==> src/pkg/lcdcd_defines.svh <==
// constants of the display command decoder
// What this block does and what its host must do
// RULE1 - page origin bit flips page order
// RULE2 - column origin bit flips column order
// RULE3 - write orientation bit picks advance direction
// RULE4 - common scan bit sets scan direction
// RULE5 - colour order bit picks RGB or BGR
// RULE6 - read bottom-up when scan xor invert
// RULE7 - access control bits reset to zero
// RULE8 - 0x37 loads scroll line at next frame
// RULE9 - 0x13 or 0x12 leaves scrolling
// RULE10 - 0x39 idle on, 0x38 idle off
// RULE11 - 0x3A loads three-bit pixel format, reset 011
// RULE12 - eight-bit format routes pixels through lookup
// RULE13 - 0xDE test mode, only no-ops escape
// RULE14 - 0xAA is a second no-op
// RULE15 - 0xC6 initialises internal settings
// RULE16 - DA DB DC B2 are factory tests
// RULE17 - B3 B4 load fifteen gray levels
// RULE18 - host keeps gray levels increasing, in range
// RULE19 - RAM value zero gives fixed output
// RULE20 - host loads banks before sleep exit
// RULE21 - B5 selects bank, 00/11 keep, reset 01
// RULE22 - B6 takes display control bytes in order
// RULE23 - select low is command, high is parameter
// RULE24 - undefined pixel formats are ignored
`ifndef LCDCD_DEFINES_SVH
`define LCDCD_DEFINES_SVH
`define LCDCD_CMD_NOP 8'h00
`define LCDCD_CMD_PARTIAL_ON 8'h12
`define LCDCD_CMD_NORMAL_ON 8'h13
`define LCDCD_CMD_MEM_ACCESS 8'h36
`define LCDCD_CMD_SCROLL_START 8'h37
`define LCDCD_CMD_IDLE_OFF 8'h38
`define LCDCD_CMD_IDLE_ON 8'h39
`define LCDCD_CMD_PIXEL_FORMAT 8'h3A
`define LCDCD_CMD_SECOND_NO_OPERATION_CMD 8'hAA
`define LCDCD_CMD_FACT_B2 8'hB2
`define LCDCD_CMD_GRAY0_LOAD 8'hB3
`define LCDCD_CMD_GRAY1_LOAD 8'hB4
`define LCDCD_CMD_GRAY_SELECT 8'hB5
`define LCDCD_CMD_DISPLAY_CTL 8'hB6
`define LCDCD_CMD_INIT_ESCAPE 8'hC6
`define LCDCD_CMD_FACT_DA 8'hDA
`define LCDCD_CMD_FACT_DB 8'hDB
`define LCDCD_CMD_FACT_DC 8'hDC
`define LCDCD_CMD_TEST_ENTRY 8'hDE
`define LCDCD_BIT_PAGE_ORIGIN 7
`define LCDCD_BIT_COLUMN_ORIGIN 6
`define LCDCD_BIT_WRITE_ORIENT 5
`define LCDCD_BIT_COMMON_SCAN 4
`define LCDCD_BIT_COLOUR_ORDER 3
`define LCDCD_BIT_VERT_INVERT 0
`define LCDCD_FMT_8BPP 3'h2
`define LCDCD_FMT_12BPP 3'h3
`define LCDCD_GSEL_BANK0 2'h1
`define LCDCD_GSEL_BANK1 2'h2
`define LCDCD_GRAY_ENTRIES 4'hF
`define LCDCD_GRAY_ZERO_LEVEL 8'h00
`define LCDCD_SCROLL_RESET 8'h00
`define LCDCD_IDX_MAX 4'hF
`endif

==> src/pkg/lcdcd_pkg.sv <==
// types shared by the display command decoder
package lcdcd_pkg;
   typedef logic [7:0] lcdcd_byte_t;
   typedef logic [2:0] lcdcd_fmt_t;
   typedef enum logic [8:0] {
      LCDCD_ST_IDLE = 9'h001,
      LCDCD_ST_MEMORY_ACCESS_CONTROL_CMD = 9'h002,
      LCDCD_ST_SCROLL = 9'h004,
      LCDCD_ST_PIXFMT = 9'h008,
      LCDCD_ST_GRAY0 = 9'h010,
      LCDCD_ST_GRAY1 = 9'h020,
      LCDCD_ST_GSEL = 9'h040,
      LCDCD_ST_DISPLAY_CONTROL_CMD = 9'h080,
      LCDCD_ST_TEST = 9'h100
   } lcdcd_state_e;
endpackage

==> src/core/lcdcd_gray_mem.sv <==
// two banks of gray level entries with registered read
`timescale 1ns/1ps
`include "lcdcd_defines.svh"
module lcdcd_gray_mem #(
   parameter int WIDTH = 8
) (
   input wire logic clk,
   input wire logic wr_en,
   input wire logic wr_bank,
   input wire logic [3:0] wr_idx,
   input wire logic [WIDTH-1:0] wr_data,
   input wire logic rd_bank,
   input wire logic [3:0] rd_idx,
   output logic [WIDTH-1:0] rd_data_q
);
   // contents are undefined after reset, so no reset here
   logic [WIDTH-1:0] mem [0:31];

   always_ff @(posedge clk) begin
      if (wr_en) begin
         mem[{wr_bank, wr_idx}] <= wr_data;
      end
   end

   always_ff @(posedge clk) begin
      if (rd_idx == 4'h0) begin
         rd_data_q <= WIDTH'(`LCDCD_GRAY_ZERO_LEVEL); // RULE19
      end else begin
         rd_data_q <= mem[{rd_bank, rd_idx}];
      end
   end
endmodule // lcdcd_gray_mem

==> src/core/lcdcd_core.sv <==
// command and parameter decoder of the colour display driver
`timescale 1ns/1ps
`include "lcdcd_defines.svh"
module lcdcd_core (
   input wire logic MCLK,
   input wire logic RST,
   input wire logic BYTE_VALID,
   input wire logic BYTE_DC,
   input wire lcdcd_pkg::lcdcd_byte_t BYTE_DATA,
   input wire logic FRAME_START,
   input wire logic [3:0] GRAY_RD_INDEX,
   output logic PAGE_ORIGIN,
   output logic COLUMN_ORIGIN,
   output logic WRITE_ORIENTATION,
   output logic COMMON_SCAN,
   output logic COLOUR_ORDER,
   output logic VERTICAL_INVERT,
   output logic RAM_READ_BOTTOM_UP,
   output lcdcd_pkg::lcdcd_byte_t SCROLL_START_LINE,
   output logic SCROLL_ACTIVE,
   output logic IDLE_MODE,
   output lcdcd_pkg::lcdcd_fmt_t PIXEL_FORMAT,
   output logic LUT_TRANSLATE,
   output logic TEST_MODE,
   output logic INIT_ESCAPE,
   output logic FACTORY_TEST,
   output logic GRAY_BANK_SEL,
   output lcdcd_pkg::lcdcd_byte_t GRAY_LEVEL,
   output logic DISPLAY_CTL_WR,
   output logic [3:0] DISPLAY_CTL_INDEX,
   output lcdcd_pkg::lcdcd_byte_t DISPLAY_CTL_BYTE
);
   import lcdcd_pkg::*;

   // =========================================
   // byte classification
   lcdcd_state_e state_q;
   lcdcd_state_e state_d;
   logic [3:0] idx_q;
   logic is_cmd;
   logic is_par;
   logic [7:0] memory_access_control_cmd_q;
   logic [7:0] scroll_pend_q;
   logic [7:0] scroll_line_q;
   logic scroll_act_q;
   logic idle_q;
   logic [2:0] fmt_q;
   logic gsel_q;
   logic init_q;
   logic fact_q;
   logic dwr_q;
   logic [3:0] didx_q;
   logic [7:0] dbyte_q;
   logic gray_wr;

   assign is_cmd = BYTE_VALID && !BYTE_DC; // RULE23
   assign is_par = BYTE_VALID && BYTE_DC; // RULE23

   function automatic logic is_noop(input logic [7:0] c);
      is_noop = (c == `LCDCD_CMD_NOP) || (c == `LCDCD_CMD_SECOND_NO_OPERATION_CMD); // RULE13 RULE14
   endfunction

   function automatic logic fmt_defined(input logic [2:0] f);
      fmt_defined = (f == `LCDCD_FMT_8BPP) || (f == `LCDCD_FMT_12BPP);
   endfunction

   // =========================================
   // command state
   always_comb begin
      state_d = state_q;
      if (state_q == LCDCD_ST_TEST) begin
         if (is_cmd && is_noop(BYTE_DATA)) begin
            state_d = LCDCD_ST_IDLE; // RULE13
         end
      end else if (is_cmd) begin
         case (BYTE_DATA)
            `LCDCD_CMD_MEM_ACCESS: begin
               state_d = LCDCD_ST_MEMORY_ACCESS_CONTROL_CMD;
            end
            `LCDCD_CMD_SCROLL_START: begin
               state_d = LCDCD_ST_SCROLL;
            end
            `LCDCD_CMD_PIXEL_FORMAT: begin
               state_d = LCDCD_ST_PIXFMT;
            end
            `LCDCD_CMD_GRAY0_LOAD: begin
               state_d = LCDCD_ST_GRAY0;
            end
            `LCDCD_CMD_GRAY1_LOAD: begin
               state_d = LCDCD_ST_GRAY1;
            end
            `LCDCD_CMD_GRAY_SELECT: begin
               state_d = LCDCD_ST_GSEL;
            end
            `LCDCD_CMD_DISPLAY_CTL: begin
               state_d = LCDCD_ST_DISPLAY_CONTROL_CMD;
            end
            `LCDCD_CMD_TEST_ENTRY: begin
               state_d = LCDCD_ST_TEST; // RULE13
            end
            // the second no-op lands here: it only ends the running sequence
            default: begin
               state_d = LCDCD_ST_IDLE; // RULE23 RULE14
            end
         endcase
      end
   end

   always_ff @(posedge MCLK or posedge RST) begin
      if (RST) begin
         state_q <= LCDCD_ST_IDLE;
      end else begin
         state_q <= state_d;
      end
   end

   // parameter position within the current command, saturating
   always_ff @(posedge MCLK or posedge RST) begin
      if (RST) begin
         idx_q <= 4'h0;
      end else if (is_cmd) begin
         idx_q <= 4'h0; // RULE23
      end else if (is_par && idx_q != `LCDCD_IDX_MAX) begin
         idx_q <= idx_q + 4'h1;
      end
   end

   // =========================================
   // memory access control
   always_ff @(posedge MCLK or posedge RST) begin
      if (RST) begin
         memory_access_control_cmd_q <= 8'h00; // RULE7
      end else if (is_par && state_q == LCDCD_ST_MEMORY_ACCESS_CONTROL_CMD && idx_q == 4'h0) begin
         memory_access_control_cmd_q <= BYTE_DATA;
      end
   end

   assign PAGE_ORIGIN = memory_access_control_cmd_q[`LCDCD_BIT_PAGE_ORIGIN]; // RULE1
   assign COLUMN_ORIGIN = memory_access_control_cmd_q[`LCDCD_BIT_COLUMN_ORIGIN]; // RULE2
   assign WRITE_ORIENTATION = memory_access_control_cmd_q[`LCDCD_BIT_WRITE_ORIENT]; // RULE3
   assign COMMON_SCAN = memory_access_control_cmd_q[`LCDCD_BIT_COMMON_SCAN]; // RULE4
   assign COLOUR_ORDER = memory_access_control_cmd_q[`LCDCD_BIT_COLOUR_ORDER]; // RULE5
   assign VERTICAL_INVERT = memory_access_control_cmd_q[`LCDCD_BIT_VERT_INVERT]; // RULE6
   // read order follows the combination of scan and invert
   assign RAM_READ_BOTTOM_UP = memory_access_control_cmd_q[`LCDCD_BIT_COMMON_SCAN] ^ memory_access_control_cmd_q[`LCDCD_BIT_VERT_INVERT]; // RULE6

   // =========================================
   // vertical scroll
   always_ff @(posedge MCLK or posedge RST) begin
      if (RST) begin
         scroll_pend_q <= `LCDCD_SCROLL_RESET;
      end else if (is_par && state_q == LCDCD_ST_SCROLL && idx_q == 4'h0) begin
         scroll_pend_q <= BYTE_DATA; // RULE8
      end
   end

   // the shown line changes only at a frame edge to avoid a torn picture
   always_ff @(posedge MCLK or posedge RST) begin
      if (RST) begin
         scroll_line_q <= `LCDCD_SCROLL_RESET;
      end else if (FRAME_START) begin
         scroll_line_q <= scroll_pend_q; // RULE8
      end
   end

   always_ff @(posedge MCLK or posedge RST) begin
      if (RST) begin
         scroll_act_q <= 1'b0;
      end else if (state_q != LCDCD_ST_TEST && is_cmd &&
                   (BYTE_DATA == `LCDCD_CMD_NORMAL_ON || BYTE_DATA == `LCDCD_CMD_PARTIAL_ON)) begin
         scroll_act_q <= 1'b0; // RULE9
      end else if (is_par && state_q == LCDCD_ST_SCROLL && idx_q == 4'h0) begin
         scroll_act_q <= 1'b1;
      end
   end

   assign SCROLL_START_LINE = scroll_line_q;
   assign SCROLL_ACTIVE = scroll_act_q;

   // =========================================
   // idle mode and pixel format
   always_ff @(posedge MCLK or posedge RST) begin
      if (RST) begin
         idle_q <= 1'b0; // RULE10
      end else if (state_q != LCDCD_ST_TEST && is_cmd) begin
         if (BYTE_DATA == `LCDCD_CMD_IDLE_ON) begin
            idle_q <= 1'b1; // RULE10
         end else if (BYTE_DATA == `LCDCD_CMD_IDLE_OFF) begin
            idle_q <= 1'b0; // RULE10
         end
      end
   end

   always_ff @(posedge MCLK or posedge RST) begin
      if (RST) begin
         fmt_q <= `LCDCD_FMT_12BPP; // RULE11
      end else if (is_par && state_q == LCDCD_ST_PIXFMT && idx_q == 4'h0 && fmt_defined(BYTE_DATA[2:0])) begin
         fmt_q <= BYTE_DATA[2:0]; // RULE11 RULE24
      end
   end

   assign IDLE_MODE = idle_q;
   assign PIXEL_FORMAT = fmt_q;
   assign LUT_TRANSLATE = (fmt_q == `LCDCD_FMT_8BPP); // RULE12
   assign TEST_MODE = (state_q == LCDCD_ST_TEST);

   // =========================================
   // one-cycle command strobes
   always_ff @(posedge MCLK or posedge RST) begin
      if (RST) begin
         init_q <= 1'b0;
         fact_q <= 1'b0;
      end else begin
         init_q <= state_q != LCDCD_ST_TEST && is_cmd && BYTE_DATA == `LCDCD_CMD_INIT_ESCAPE; // RULE15
         fact_q <= state_q != LCDCD_ST_TEST && is_cmd &&
                   (BYTE_DATA == `LCDCD_CMD_FACT_DA || BYTE_DATA == `LCDCD_CMD_FACT_DB ||
                    BYTE_DATA == `LCDCD_CMD_FACT_DC || BYTE_DATA == `LCDCD_CMD_FACT_B2); // RULE16
      end
   end

   assign INIT_ESCAPE = init_q;
   assign FACTORY_TEST = fact_q;

   // =========================================
   // gray level banks
   assign gray_wr = is_par && (state_q == LCDCD_ST_GRAY0 || state_q == LCDCD_ST_GRAY1) &&
                    idx_q < `LCDCD_GRAY_ENTRIES; // RULE17

   lcdcd_gray_mem #(
      .WIDTH(8)
   ) u_gray_mem (
      .clk(MCLK),
      .wr_en(gray_wr),
      .wr_bank(state_q == LCDCD_ST_GRAY1),
      .wr_idx(idx_q + 4'h1),
      .wr_data(BYTE_DATA),
      .rd_bank(gsel_q),
      .rd_idx(GRAY_RD_INDEX),
      .rd_data_q(GRAY_LEVEL)
   ); // RULE17 RULE19

   always_ff @(posedge MCLK or posedge RST) begin
      if (RST) begin
         gsel_q <= 1'b0; // RULE21
      end else if (is_par && state_q == LCDCD_ST_GSEL && idx_q == 4'h0) begin
         if (BYTE_DATA[1:0] == `LCDCD_GSEL_BANK0) begin
            gsel_q <= 1'b0; // RULE21
         end else if (BYTE_DATA[1:0] == `LCDCD_GSEL_BANK1) begin
            gsel_q <= 1'b1; // RULE21
         end
      end
   end

   assign GRAY_BANK_SEL = gsel_q;

   // =========================================
   // display control bytes, handed on with their position
   always_ff @(posedge MCLK or posedge RST) begin
      if (RST) begin
         dwr_q <= 1'b0;
         didx_q <= 4'h0;
         dbyte_q <= 8'h00;
      end else begin
         dwr_q <= is_par && state_q == LCDCD_ST_DISPLAY_CONTROL_CMD; // RULE22
         if (is_par && state_q == LCDCD_ST_DISPLAY_CONTROL_CMD) begin
            didx_q <= idx_q; // RULE22
            dbyte_q <= BYTE_DATA;
         end
      end
   end

   assign DISPLAY_CTL_WR = dwr_q;
   assign DISPLAY_CTL_INDEX = didx_q;
   assign DISPLAY_CTL_BYTE = dbyte_q;

   // =========================================
   // checks
   // judged against the parameter byte itself, not against the outputs it feeds
   property p_read_order;
      @(posedge MCLK) disable iff (RST)
      (is_par && state_q == LCDCD_ST_MEMORY_ACCESS_CONTROL_CMD && idx_q == 4'h0) |=>
         RAM_READ_BOTTOM_UP == ($past(BYTE_DATA[4]) ^ $past(BYTE_DATA[0]));
   endproperty
   a_read_order: assert property (p_read_order) else $error("read order mismatch"); // RULE6

   property p_memory_access_control_cmd_load;
      @(posedge MCLK) disable iff (RST)
      (is_par && state_q == LCDCD_ST_MEMORY_ACCESS_CONTROL_CMD && idx_q == 4'h0) |=> PAGE_ORIGIN == $past(BYTE_DATA[7]) &&
         COLOUR_ORDER == $past(BYTE_DATA[3]);
   endproperty
   a_memory_access_control_cmd_load: assert property (p_memory_access_control_cmd_load) else $error("access control not loaded"); // RULE1

   property p_scroll_frame;
      @(posedge MCLK) disable iff (RST)
      !FRAME_START |=> $stable(SCROLL_START_LINE);
   endproperty
   a_scroll_frame: assert property (p_scroll_frame) else $error("scroll line moved mid frame"); // RULE8

   property p_scroll_exit;
      @(posedge MCLK) disable iff (RST)
      (is_cmd && !TEST_MODE && BYTE_DATA == `LCDCD_CMD_NORMAL_ON) |=> !SCROLL_ACTIVE;
   endproperty
   a_scroll_exit: assert property (p_scroll_exit) else $error("scroll not left"); // RULE9

   property p_idle_on;
      @(posedge MCLK) disable iff (RST)
      (is_cmd && !TEST_MODE && BYTE_DATA == `LCDCD_CMD_IDLE_ON) |=> IDLE_MODE;
   endproperty
   a_idle_on: assert property (p_idle_on) else $error("idle not entered"); // RULE10

   property p_fmt_defined;
      @(posedge MCLK) disable iff (RST)
      PIXEL_FORMAT == `LCDCD_FMT_8BPP || PIXEL_FORMAT == `LCDCD_FMT_12BPP;
   endproperty
   a_fmt_defined: assert property (p_fmt_defined) else $error("undefined pixel format held"); // RULE24

   property p_test_hold;
      @(posedge MCLK) disable iff (RST)
      (TEST_MODE && !(is_cmd && is_noop(BYTE_DATA))) |=> TEST_MODE && $stable(IDLE_MODE) && $stable(memory_access_control_cmd_q);
   endproperty
   a_test_hold: assert property (p_test_hold) else $error("test mode left or state changed"); // RULE13

   property p_second_no_operation_cmd;
      @(posedge MCLK) disable iff (RST)
      (is_cmd && !TEST_MODE && BYTE_DATA == `LCDCD_CMD_SECOND_NO_OPERATION_CMD) |=> $stable(memory_access_control_cmd_q) && $stable(IDLE_MODE) &&
         $stable(PIXEL_FORMAT) && $stable(GRAY_BANK_SEL);
   endproperty
   a_second_no_operation_cmd: assert property (p_second_no_operation_cmd) else $error("second no-op changed state"); // RULE14

   property p_gsel_keep;
      @(posedge MCLK) disable iff (RST)
      (is_par && state_q == LCDCD_ST_GSEL && (BYTE_DATA[1:0] == 2'h0 || BYTE_DATA[1:0] == 2'h3))
         |=> $stable(GRAY_BANK_SEL);
   endproperty
   a_gsel_keep: assert property (p_gsel_keep) else $error("bank choice not kept"); // RULE21

   property p_zero_level;
      @(posedge MCLK) disable iff (RST)
      (GRAY_RD_INDEX == 4'h0) |=> GRAY_LEVEL == `LCDCD_GRAY_ZERO_LEVEL;
   endproperty
   a_zero_level: assert property (p_zero_level) else $error("zero entry not fixed"); // RULE19

   c_test_escape: cover property (@(posedge MCLK) disable iff (RST) TEST_MODE ##1 !TEST_MODE);
   c_gray_last: cover property (@(posedge MCLK) disable iff (RST) gray_wr && idx_q == 4'hE);
   c_lut: cover property (@(posedge MCLK) disable iff (RST) $rose(LUT_TRANSLATE));
   c_display_control_cmd: cover property (@(posedge MCLK) disable iff (RST) DISPLAY_CTL_WR && DISPLAY_CTL_INDEX == 4'h5);
endmodule // lcdcd_core

==> config.mk <==
export PLATFORM = sky130hd
export DESIGN_NAME = lcdcd_core
export DESIGN_NICKNAME = d
export VERILOG_FILES = /design/src/pkg/lcdcd_pkg.sv /design/src/core/lcdcd_gray_mem.sv /design/src/core/lcdcd_core.sv
export VERILOG_INCLUDE_DIRS = /design/src /design/src/pkg
export SDC_FILE = /design/constraint.sdc
export NUM_CORES = 1
export LEC_CHECK = 0
export ABC_CLOCK_PERIOD_IN_PS = 3900
export BUFFER_PORTS_ARGS = -buffer_cell sky130_fd_sc_hd__buf_2
export CAP_MARGIN = 20
export CORE_ASPECT_RATIO = 2
export CORE_MARGIN = 4
export CORE_UTILIZATION = 40
export CTS_CLUSTER_DIAMETER = 120
export DETAILED_ROUTE_END_ITERATION = 12
export GPL_ROUTABILITY_DRIVEN = 0
export REMOVE_ABC_BUFFERS = 1
export SLEW_MARGIN = 10
export SYNTH_ARGS = -nofsm -noshare
export SYNTH_HDL_FRONTEND = slang
export SYNTH_SLANG_ARGS = --single-unit
==> constraint.sdc <==
create_clock -name MCLK -period 3.9 [get_ports MCLK]
set_input_delay 0.585 -clock MCLK [delete_from_list [all_inputs] [get_ports MCLK]]
set_output_delay 0.585 -clock MCLK [all_outputs]
set_load 0.02 [all_outputs]
==> out/results.env, run 1 <==
STATUS='finished clean'
CTS-BUFFERS-INSERTED=27
SYNTH-EDFF-COUNT=256
GRT_ANTENNA_BEFORE_REPAIR=0
WORST_CLOCK_SKEW_PS=25.1
SETUP_VIOL=0
PER_CELL_VIA_COUNT_IN_THE_ROUTED_DESIGN=5.50
CTS_POST_SETUP_BUFFERS_INSERTED=0
DRIVE_ABOVE_1_SHARE_PCT=25.6
SYN-INSTANCE-COUNT=748
TIMING_WORST_SETUP_PATH_TYPE='reg2reg'
CLOCK_ROOT_BUFFER='sky130_fd_sc_hd__clkbuf_16'
SYNTHFLOPTYPE='sky130_fd_sc_hd__edfxtp_1'
CP-STARTPOINT='idx_q[0]'
WORST_R2R_PATH_DEPTH=5
P_PER_AREA_nW_PER_UM2=474
CP_CELL_SEQUENCE='ha_1, a31o_2, nor4_1, nand2_1, nor2_1'
FMAX_GHz=0.308
REGISTER_AREA_SHARE_AFTER_SYNTHESIS_PCT=72.0
RSZ_0062_RAISED_AFTER_GLOBAL_ROUTING='false'
CLOCKBUFFERDEPTH=3
DIE_H_UM=262
WORSTSETUPENDPOINTTYPE='flip-flop'
FINALNETCOUNT=847
P_LEAK_nW=5.21
GRT_FIRST_PASS_WIRELENGTH_UM=48300
DETAILROUTE.VIA_COUNT=6948
POSTCTSHOLDBUFS=0
CTSHTREEMAXLEVEL=1
CLKSINKCOUNT=320
CORE_REGION_AREA_UM2=31700
POST-ROUTE-MIN-PERIOD_PS=3240
DRT_WL_TOTAL_UM=33000
DRT_ITER0_DRC=510
WORST_PATH_MAX_DELAY_CELL='sky130_fd_sc_hd__nor2_1'
GRT_START_MAX_NET_PINS=41
DRT-WIRELENGTH-PER-CELL_UM=26.1
SLEW_VIOLATIONS=0
WORSTPATHMAXFANOUT=8
HPWLAFTERDP_UM=22700
SYNTH-SEQ-CELLS=320
R2R_START='idx_q[0]'
CLK_TRANSITION_REPORTED_PATHS_PS=80
START_UTIL_PCT=40.6
TIGHTESTPINTRANSITION_PS=862
VDD_IR_DROP_MAX_uV=330
FLOP_TO_FLOP_SETUP_SLACK_PS=660
MAX_CAP_VIOL_COUNT=0
DRTANTENNAVIOLNETS=0
LAYOUT-AREA-OVERHEAD-VS-SYNTH_PCT=13.3
PLACEMENT_ROWS=92
YOSYS.CELL_TYPES.COUNT=56
PORT_BUFFERS=62
LAYOUT_WORST_PATH_CYCLE_SHARE_PCT=83.1
PLACED_AREA_UM2=13600
FINAL_CELL_AREA_UM2=14600
SYNTH_WARNINGS=0
CLOCK_INSERTION_DELAY_WORST_SKEW_PS=570
TIMING_HOLD_VIOLATIONS_FINAL=0
DIEWIDTH_UM=135
CRIT_ARRIVAL_PS=3430
DIEAREA_UM2=35200
OVERFLOW=0
CTS_RESIZED=0
DESIGN.PORTCOUNT=63
SLEW-LIMIT-HEADROOM_PCT=42.4
R2R_ENDPOINT='u_gray_mem.mem[20][4]'
ASYNCSETRESETFLOPFRACSYNTH_PCT=17.5
ROUTE.DETAILED.DRC=0
GLOBAL_ROUTE.USAGE.TOTAL_PCT=19.0
VIA_COUNT_OF_THE_FIRST_GLOBAL_ROUTING_PASS=7411
SYNTH_AREA_PER_CELL_UM2=17.2
WORST_EP_REQUIRED_TIME_PS=4080
NETLIST_AREA_UM2=12900
FIRST_PASS_ITERS=4
HOLD_PATH.CLASS='in2async'
FIN_TNS_SETUP_PS=0
CRITICAL_PATH_MAX_STAGE_DELAY_PS=720
ANTENNA_CELLS=0
TRITONCTS_CLOCK_TREE='done'
CP_LAUNCH_TYPE='flip-flop'
LAST_ELEMENT_OF_THE_CRITICAL_PATH='u_gray_mem.mem[20][4]'
[power by group]
part / internal, mW / switching [mW] / total [mW]
sequential: 3.70 / 0.0160 / 3.72
clock: 1.51 / 1.28 / 2.79
combinational: 0.126 / 0.269 / 0.395
[cell usage in the layout (no fill, tap or decap), types with 6 or more instances in the layout]
cell                        count
sky130_fd_sc_hd__edfxtp_1     256
sky130_fd_sc_hd__a221oi_1       8
sky130_fd_sc_hd__nand2_1       40
sky130_fd_sc_hd__ha_1          10
sky130_fd_sc_hd__o221ai_1      16
sky130_fd_sc_hd__mux4_2        40
sky130_fd_sc_hd__nand3_1       17
sky130_fd_sc_hd__o21ai_0       11
sky130_fd_sc_hd__nor2b_1       14
sky130_fd_sc_hd__buf_4         18
sky130_fd_sc_hd__clkbuf_16     27
sky130_fd_sc_hd__dfrtp_1       53
sky130_fd_sc_hd__dfxtp_1        8
sky130_fd_sc_hd__nor2_1        45
sky130_fd_sc_hd__clkinv_4       6
sky130_fd_sc_hd__inv_1          9
sky130_fd_sc_hd__mux2_2        39
sky130_fd_sc_hd__a21oi_1       22
sky130_fd_sc_hd__buf_2         61
sky130_fd_sc_hd__mux2i_1       49
[worst max-delay path: cells and delay by family, from the launching register on]
kind / cells / cell delay [ps]
AOI/OAI and AO/OA: 1 / 330
adders and majority gates: 1 / 320
DFF: 1 / 460
and+or+nand+nor: 3 / 1750
[flip-flops by register name, indices dropped and copies added, names as in the netlist, 6 cells and up]
signal,flops
DISPLAY_CTL_BYTE,8
SCROLL_START_LINE,8
memory_access_control_cmd_q,6
scroll_pend_q,8
state_q,9
u_gray_mem.mem,256
u_gray_mem.rd_data_q,8
[cell type report]
cell class	instances	area [um2]
Clock buffer	28	679
Clock inverter	22	239
Fill cell	2760	17100
Inverter	12	45.0
Multi-Input combinational cell	380	3380
Sequential cell	320	9250
Tap cell	423	529
Timing Repair Buffer	79	440
[stage by stage]
stage	utilization [%]	setup WS, ps	cells	power [mW]	hold WS (ps)
2_1_floorplan	-	1440	712	3.97	475
3_3_place_gp	43.1	769	1214	4.19	462
3_5_place_dp	43.1	635	1214	4.19	470
4_1_cts	46.0	629	1264	6.96	172
5_1_grt	46.0	470	1264	7.12	205
6_report	46.0	657	1264	6.91	158
[Yosys cell counts, drive strengths merged, types with 5 or more instances]
cell | instances | area share [%]
mux4 | 40 | 7.0
nand2b | 5 | 0.24
nand2 | 40 | 1.2
dfxtp | 8 | 1.2
dfrtp | 53 | 10
mux2i | 49 | 3.8
a211oi | 5 | 0.29
nor4 | 5 | 0.24
o21ai | 11 | 0.43
nand3 | 17 | 0.66
inv | 11 | 0.32
o221ai | 16 | 1.1
mux2 | 39 | 3.4
nor2 | 45 | 1.3
edfxtp | 256 | 60
ha | 10 | 0.97
a22o | 5 | 0.34
nor3 | 6 | 0.32
a221oi | 8 | 0.55
clkbuf | 23 | 0.67
a21oi | 22 | 0.86
nor2b | 14 | 0.68
buf | 13 | 0.68
[worst min path at each step]
stage	start	to	slack [ps]
finish	RST	DISPLAY_CTL_INDEX[2]	160
floorplan	scroll_pend_q[0]	scroll_pend_q[0]	470
CTS	RST	DISPLAY_CTL_INDEX[2]	170
global route	RST	DISPLAY_CTL_INDEX[2]	210
global placement	DISPLAY_CTL_BYTE[0]	DISPLAY_CTL_BYTE[0]	460
detailed placement	DISPLAY_CTL_INDEX[0]	DISPLAY_CTL_INDEX[0]	470
[kinds of logic (layout without fill, tap and decap cells)]
family          after synthesis  after routing  share of synthesized area, %
compound gates               85             85                          4.71
xor+xnor                      4              4                         0.273
fa+ha+maj                    10             10                         0.974
buf+inv                      48            141                          1.70
flops                       320            320                          72.0
mux                         128            128                          14.2
simple gates                153            153                          6.10
[layer usage]
| metal | routed length (um) | global-route usage, % | vias up |
|---|---|---|---|
| met4 | 2080 | 11.0 | 0 |
| met3 | 1120 | 1.96 | 81 |
| met1 | 11100 | 19.4 | 3581 |
| met5 | 0 | 0 | - |
| li1 | - | - | 3077 |
| met2 | 18700 | 36.7 | 209 |
Power figures use the tool's default switching activity.
==> run 2: changes to the inputs <==
Settings changed: ABC_CLOCK_PERIOD_IN_PS 3900 to 3000.
Clock period 3.9 ns to 3 ns, I/O delays scaled along.
==> run 2 against run 1 <==
Against the previous run: sequential cell count unchanged; power grew 30%; register-to-register slack got worse by 120 ps; critical endpoint is now TEST_MODE.
==> out/results.env, run 2 (same netlist as run 1, synthesis figures left out) <==
CTS-BUFFERS-INSERTED=28
PLACEMENT_ROWS=92
POWER.SHARE.CLOCK_PCT=40.4
CRIT_ARRIVAL_PS=2130
ROUTE.DETAILED.DRC=0
CP-STARTPOINT='state_q[1]'
CLOCK_INSERTION_DELAY_WORST_SKEW_PS=550
WORSTPATHMAXFANOUT=6
COMBINATIONALPOWERSHARE_PCT=5.6
CLKSINKCOUNT=320
LAYOUT.CELLS.NON_FILLER=1313
P_INT_mW=7.03
VDD_IR_DROP_MAX_uV=506
SEQ_POWER_SHARE_PCT=54.0
SLEW-LIMIT-HEADROOM_PCT=37.5
POST-ROUTE-MIN-PERIOD_PS=2580
GLOBAL_ROUTE.USAGE.TOTAL_PCT=16.8
PRE_CTS_SETUP_SLACK_PS=517
VIA_COUNT_OF_THE_FIRST_GLOBAL_ROUTING_PASS=7450
FINALNETCOUNT=895
CORE_REGION_AREA_UM2=31700
DRIVE_ABOVE_1_SHARE_PCT=29.6
LARGEST_REG_FLOPS=256
FINAL_COMMON_CELL='sky130_fd_sc_hd__edfxtp_1'
DIEAREA_UM2=35200
WORST_EP_REQUIRED_TIME_PS=2550
P_PER_AREA_nW_PER_UM2=599
FF_LATCH_AREA_UM2=9250
CLK_TRANSITION_REPORTED_PATHS_PS=70
WORSTHOLDSTART='BYTE_VALID'
POWER.SWITCHING_FRACTION_PCT=21.5
STATUS='finished clean'
POWER.NET_SWITCHING_mW=1.92
SLEW_VIOLATIONS=0
P_LEAK_nW=5.47
CRITICAL_PATH_BUF_INV_COUNT=1
LARGEST_REGISTER='u_gray_mem.mem'
DESIGN.PORTCOUNT=63
PLACED_INSTANCES=1260
GRT_FIRST_PASS_WIRELENGTH_UM=44500
FIN_TNS_SETUP_PS=0
FMAX_GHz=0.387
LAYOUT_WORST_PATH_CYCLE_SHARE_PCT=86.0
WORST_PATH_MAX_DELAY_CELL='sky130_fd_sc_hd__or4_4'
GRT_START_MAX_NET_PINS=49
DRT_WL_TOTAL_UM=29200
DETAILROUTE.VIA_COUNT=6823
PER_CELL_VIA_COUNT_IN_THE_ROUTED_DESIGN=5.20
R2R_START='idx_q[0]'
CLOCK_ROOT_BUFFER='sky130_fd_sc_hd__clkbuf_16'
RSZ_0062_RAISED_AFTER_GLOBAL_ROUTING='false'
ANTENNA_CELLS=0
CLOCKBUFFERDEPTH=3
TRITONCTS_CLOCK_TREE='done'
TIMING_WORST_SETUP_PATH_TYPE='reg2out'
OVERFLOW=0
GRT_ANTENNA_BEFORE_REPAIR=1
TOTAL_POWER_mW=8.95
LAYOUT-AREA-OVERHEAD-VS-SYNTH_PCT=16.3
MULTIINPUTGATEAREA_UM2=3380
FINAL.FILL_COUNT=2724
WORST_CLOCK_SKEW_PS=22.5
LARGEST_DELAY_SHARE_FAMILY_WORST_PATH='simple AND/OR/NAND/NOR gates'
TIMING_HOLD_VIOLATIONS_FINAL=0
CP_LAUNCH_TYPE='flip-flop'
CP_CELL_SEQUENCE='or4_4, nor3_1, buf_2'
WORSTSETUPENDPOINTTYPE='primary output'
WORST_R2R_PATH_DEPTH=7
MIN_DELAY_PATH_DEPTH=2
HOLD_PATH.CLASS='in2reg'
FINAL_CRITICAL_PATH_SETUP_SLACK_PS=419
DRT_ITER0_DRC=448
MAX_CAP_VIOL_COUNT=0
WHS_PS=121
DRT-WIRELENGTH-PER-CELL_UM=22.2
CTS_POST_SETUP_BUFFERS_INSERTED=0
FIRST_PASS_ITERS=4
START_UTIL_PCT=40.6
CRITICAL_PATH_MAX_STAGE_DELAY_PS=580
SETUP_VIOL=0
LARGEST_REGISTERS='u_gray_mem.mem x256, state_q x9'
DRTANTENNAVIOLNETS=0
CRITICAL_PATH_CELL_COUNT=3
DIE_H_UM=262
DIEWIDTH_UM=135
TIGHTESTPINTRANSITION_PS=937
CTSHTREEMAXLEVEL=1
LAYOUT_COMMON_CELLS='256 x sky130_fd_sc_hd__edfxtp_1, 63 x sky130_fd_sc_hd__buf_4, 61 x sky130_fd_sc_hd__buf_2, 53 x sky130_fd_sc_hd__dfrtp_1, 49 x sky130_fd_sc_hd__mux2i_1'
PORT_BUFFERS=62
HPWLAFTERDP_UM=20500
-- run 2: path summary, 6_finish.rpt --
| kind | slack, ps | end |
|---|---|---|
| worst min-delay path | 120 | idx_q[2] |
| worst min register to register | 490 | DISPLAY_CTL_INDEX[1] |
| min in group asynchronous | 400 | DISPLAY_CTL_BYTE[1] |
| max in group asynchronous | 1870 | PIXEL_FORMAT[0] |
| worst max-delay path | 420 | TEST_MODE |
| worst max register to register | 540 | u_gray_mem.mem[0][0] |
-- run 2: per-layer routing --
layer / up-vias / global-route usage (%) / routed length (um)
met5: - / 0 / 0
met4: 0 / 7.16 / 1210
met3: 55 / 1.88 / 924
met2: 140 / 33.7 / 17100
met1: 3457 / 17.2 / 9960
li1: 3171 / - / -
-- run 2: timing repair --
action | CTS | global route
gates resized for setup | 0 | 0
endpoints found under the hold margin | 12 | 0
hold buffers | 1 | 0
-- run 2: stage by stage --
| step | instance area [um2] | utilization [%] |
|---|---|---|
| finish | 14900 | 47.2 |
| global route | 14900 | 47.2 |
| CTS | 14900 | 47.2 |
| detailed placement | 14000 | 44.2 |
| global placement | 14000 | 44.2 |
| floorplan | 12700 | - |
-- run 2: final cells by class --
type                    count  share of cell area, %
clock buffers              37                   5.29
flip-flops and latches    320                   61.9
inverters                  12                  0.301
repair buffers            126                   5.41
multi-input cells         380                   22.6
clock inverters            15                  0.938
well taps                 423                   3.54
-- run 2: power groups by stage --
stage          Combinational, mW  Sequential [mW]  Clock, mW
5_1_grt                    0.546             4.84       3.89
6_report                   0.504             4.84       3.61
4_1_cts                    0.515             4.83       3.71
2_1_floorplan              0.218             4.94          0
3_3_place_gp               0.510             4.93          0
3_5_place_dp               0.513             4.93          0
==> run 3: changes to the inputs <==
Settings changed: CTS_CLUSTER_SIZE set to 12, GPL_ROUTABILITY_DRIVEN 0 to not set, REMOVE_ABC_BUFFERS 1 to not set.
==> run 3 against run 2 <==
Against the previous run: clock power fell by 2%; non-clock buffer count rose by 1; setup slack got worse by 79 ps; hold slack improved by 13 ps; register-to-register slack got worse by 40 ps; clock-buffer cell count rose by 18; power fell by 0.68%; highest routed layer unchanged; sequential power barely moved.
==> out/results.env, run 3 (same netlist as run 1, synthesis figures left out) <==
CRIT_ARRIVAL_PS=2210
DIE_H_UM=262
PRE_CTS_SETUP_SLACK_PS=460
DRT_WL_TOTAL_UM=30600
CLOCKBUFFERDEPTH=3
SETUP_VIOL=0
CTS-BUFFERS-INSERTED=30
P_PER_AREA_nW_PER_UM2=595
WORST_EP_REQUIRED_TIME_PS=2550
CLOCK_ROOT_BUFFER='sky130_fd_sc_hd__clkbuf_16'
WORST_PATH_MAX_DELAY_CELL='sky130_fd_sc_hd__or4_4'
CP_CELL_SEQUENCE='or4_4, nor3_1, buf_2'
GRT_FIRST_PASS_WIRELENGTH_UM=46200
CRITICAL_PATH_MAX_STAGE_DELAY_PS=590
LARGEST_REG_FLOPS=256
CRITICAL_PATH_BUF_INV_COUNT=1
MIN_DELAY_WORST_ENDPOINT='idx_q[2]'
SYNTH_NETS=775
FLOP_TO_FLOP_SETUP_SLACK_PS=500
GLOBAL_ROUTE.USAGE.TOTAL_PCT=17.6
FINAL_CRITICAL_PATH_SETUP_SLACK_PS=339
FIN_TNS_SETUP_PS=0
LAYOUT_COMMON_CELLS='256 x sky130_fd_sc_hd__edfxtp_1, 62 x sky130_fd_sc_hd__buf_4, 61 x sky130_fd_sc_hd__buf_2, 53 x sky130_fd_sc_hd__dfrtp_1, 49 x sky130_fd_sc_hd__mux2i_1'
R2R_ENDPOINT='scroll_pend_q[0]'
ROUTE.DETAILED.DRC=0
FINALNETCOUNT=898
LARGEST_REGISTER='u_gray_mem.mem'
CLOCK_INSERTION_DELAY_WORST_SKEW_PS=560
FINAL_COMMON_CELL='sky130_fd_sc_hd__edfxtp_1'
VDD_IR_DROP_MAX_uV=538
DIEAREA_UM2=35200
TIMING_WORST_SETUP_PATH_TYPE='reg2out'
WORSTHOLDSTART='BYTE_VALID'
PLACED_INSTANCES=1261
LARGEST_DELAY_SHARE_FAMILY_WORST_PATH='simple AND/OR/NAND/NOR gates'
WORST_R2R_PATH_DEPTH=5
PER_CELL_VIA_COUNT_IN_THE_ROUTED_DESIGN=5.27
R2R_START='state_q[1]'
DESIGN.PORTCOUNT=63
DRT_ITER0_DRC=394
MULTIINPUTGATEAREA_UM2=3380
TIGHTESTPINTRANSITION_PS=962
SLEW-LIMIT-HEADROOM_PCT=35.8
PORT_BUFFERS=62
CTSHTREEMAXLEVEL=1
TRITONCTS_CLOCK_TREE='done'
FIRST_PASS_ITERS=5
LAYOUT_WORST_PATH_CYCLE_SHARE_PCT=88.7
P_LEAK_nW=5.45
START_UTIL_PCT=40.6
SLEW_VIOLATIONS=0
DRT-WIRELENGTH-PER-CELL_UM=23.2
WORSTSETUPENDPOINTTYPE='primary output'
LAYOUT-AREA-OVERHEAD-VS-SYNTH_PCT=16.3
ROUTABILITYCONGESTION=0.881
CTS_RESIZED=0
GRT_START_MAX_NET_PINS=40
VIA_COUNT_OF_THE_FIRST_GLOBAL_ROUTING_PASS=7640
CORE_REGION_AREA_UM2=31700
CLK_TRANSITION_REPORTED_PATHS_PS=60
HPWLAFTERDP_UM=21800
CLKSINKCOUNT=320
DRIVE_ABOVE_1_SHARE_PCT=27.8
RSZ_0062_RAISED_AFTER_GLOBAL_ROUTING='false'
LARGEST_REGISTERS='u_gray_mem.mem x256, state_q x9'
FF_LATCH_AREA_UM2=9250
STATUS='finished clean'
OVERFLOW=0
DIEWIDTH_UM=135
GRT_ANTENNA_BEFORE_REPAIR=0
CP_LAUNCH_TYPE='flip-flop'
POST-ROUTE-MIN-PERIOD_PS=2660
DETAILROUTE.VIA_COUNT=6945
POST-ROUTE-UTIL_PCT=47.2
FMAX_GHz=0.376
WORST_CLOCK_SKEW_PS=15.9
TIMING_HOLD_VIOLATIONS_FINAL=0
MIN_DELAY_PATH_DEPTH=2
FINAL.FILL_COUNT=2721
PLACEMENT_ROWS=92
WORSTPATHMAXFANOUT=6
LAYOUT.CELLS.NON_FILLER=1319
MAX_CAP_VIOL_COUNT=0
DRTANTENNAVIOLNETS=0
HOLD_PATH.CLASS='in2reg'
FINAL_CELL_AREA_UM2=14900
PLACED_AREA_UM2=14000
## run 3: routing by layer
metal	up-vias	share of wire, %	track usage [%]
met3	63	2.9	1.75
met4	0	4.1	7.79
li1	3182	-	-
met1	3529	33	17.1
met2	171	60	36.2
met5	-	0	0
## run 3: per-stage QoR
stage / power, mW / hold slack (ps)
3_5_place_dp: 5.46 / 474
4_1_cts: 8.99 / 113
6_report: 8.89 / 134
3_3_place_gp: 5.45 / 464
2_1_floorplan: 5.22 / 475
5_1_grt: 9.17 / 121
## run 3: timing repair
action / in CTS / in global routing
hold buffers: 1 / 0
hold endpoints to repair: 7 / 0
setup buffers: 0 / 0
## run 3: worst max-delay path by stage
stage | to | slack (ps) | startpoint | cells after the start
after CTS | TEST_MODE | 340 | state_q[1] | 3
after global routing | u_gray_mem.mem[16][2] | 220 | state_q[2] | 7
after floorplan | u_gray_mem.mem[10][0] | 540 | idx_q[0] | 5
after detailed placement | u_gray_mem.mem[28][2] | 460 | state_q[2] | 7
final | TEST_MODE | 340 | state_q[1] | 3
after global placement | u_gray_mem.mem[14][4] | 480 | state_q[2] | 7
## run 3: worst register-to-register path: stages (launching register included)
cell and delay (ps):
sky130_fd_sc_hd__dfrtp_1 460, sky130_fd_sc_hd__or4_4 590, sky130_fd_sc_hd__nor3_4 190, sky130_fd_sc_hd__inv_2 70, sky130_fd_sc_hd__nor4b_4 660, sky130_fd_sc_hd__mux2_2 420
## run 3: power by group
group          switching [mW]  internal (mW)
clock                    1.52           2.01
combinational           0.335          0.181
sequential             0.0254           4.82
total                    1.89           7.01
## run 3: layout make-up
cell class / count / area share [%]
antenna: 1 / 0.0167
clock buffer: 55 / 5.79
clock inverter: 1 / 0.201
inverter: 12 / 0.301
multi-input combinational: 380 / 22.6
sequential: 320 / 61.9
tap: 423 / 3.54
timing repair buffer: 127 / 5.63
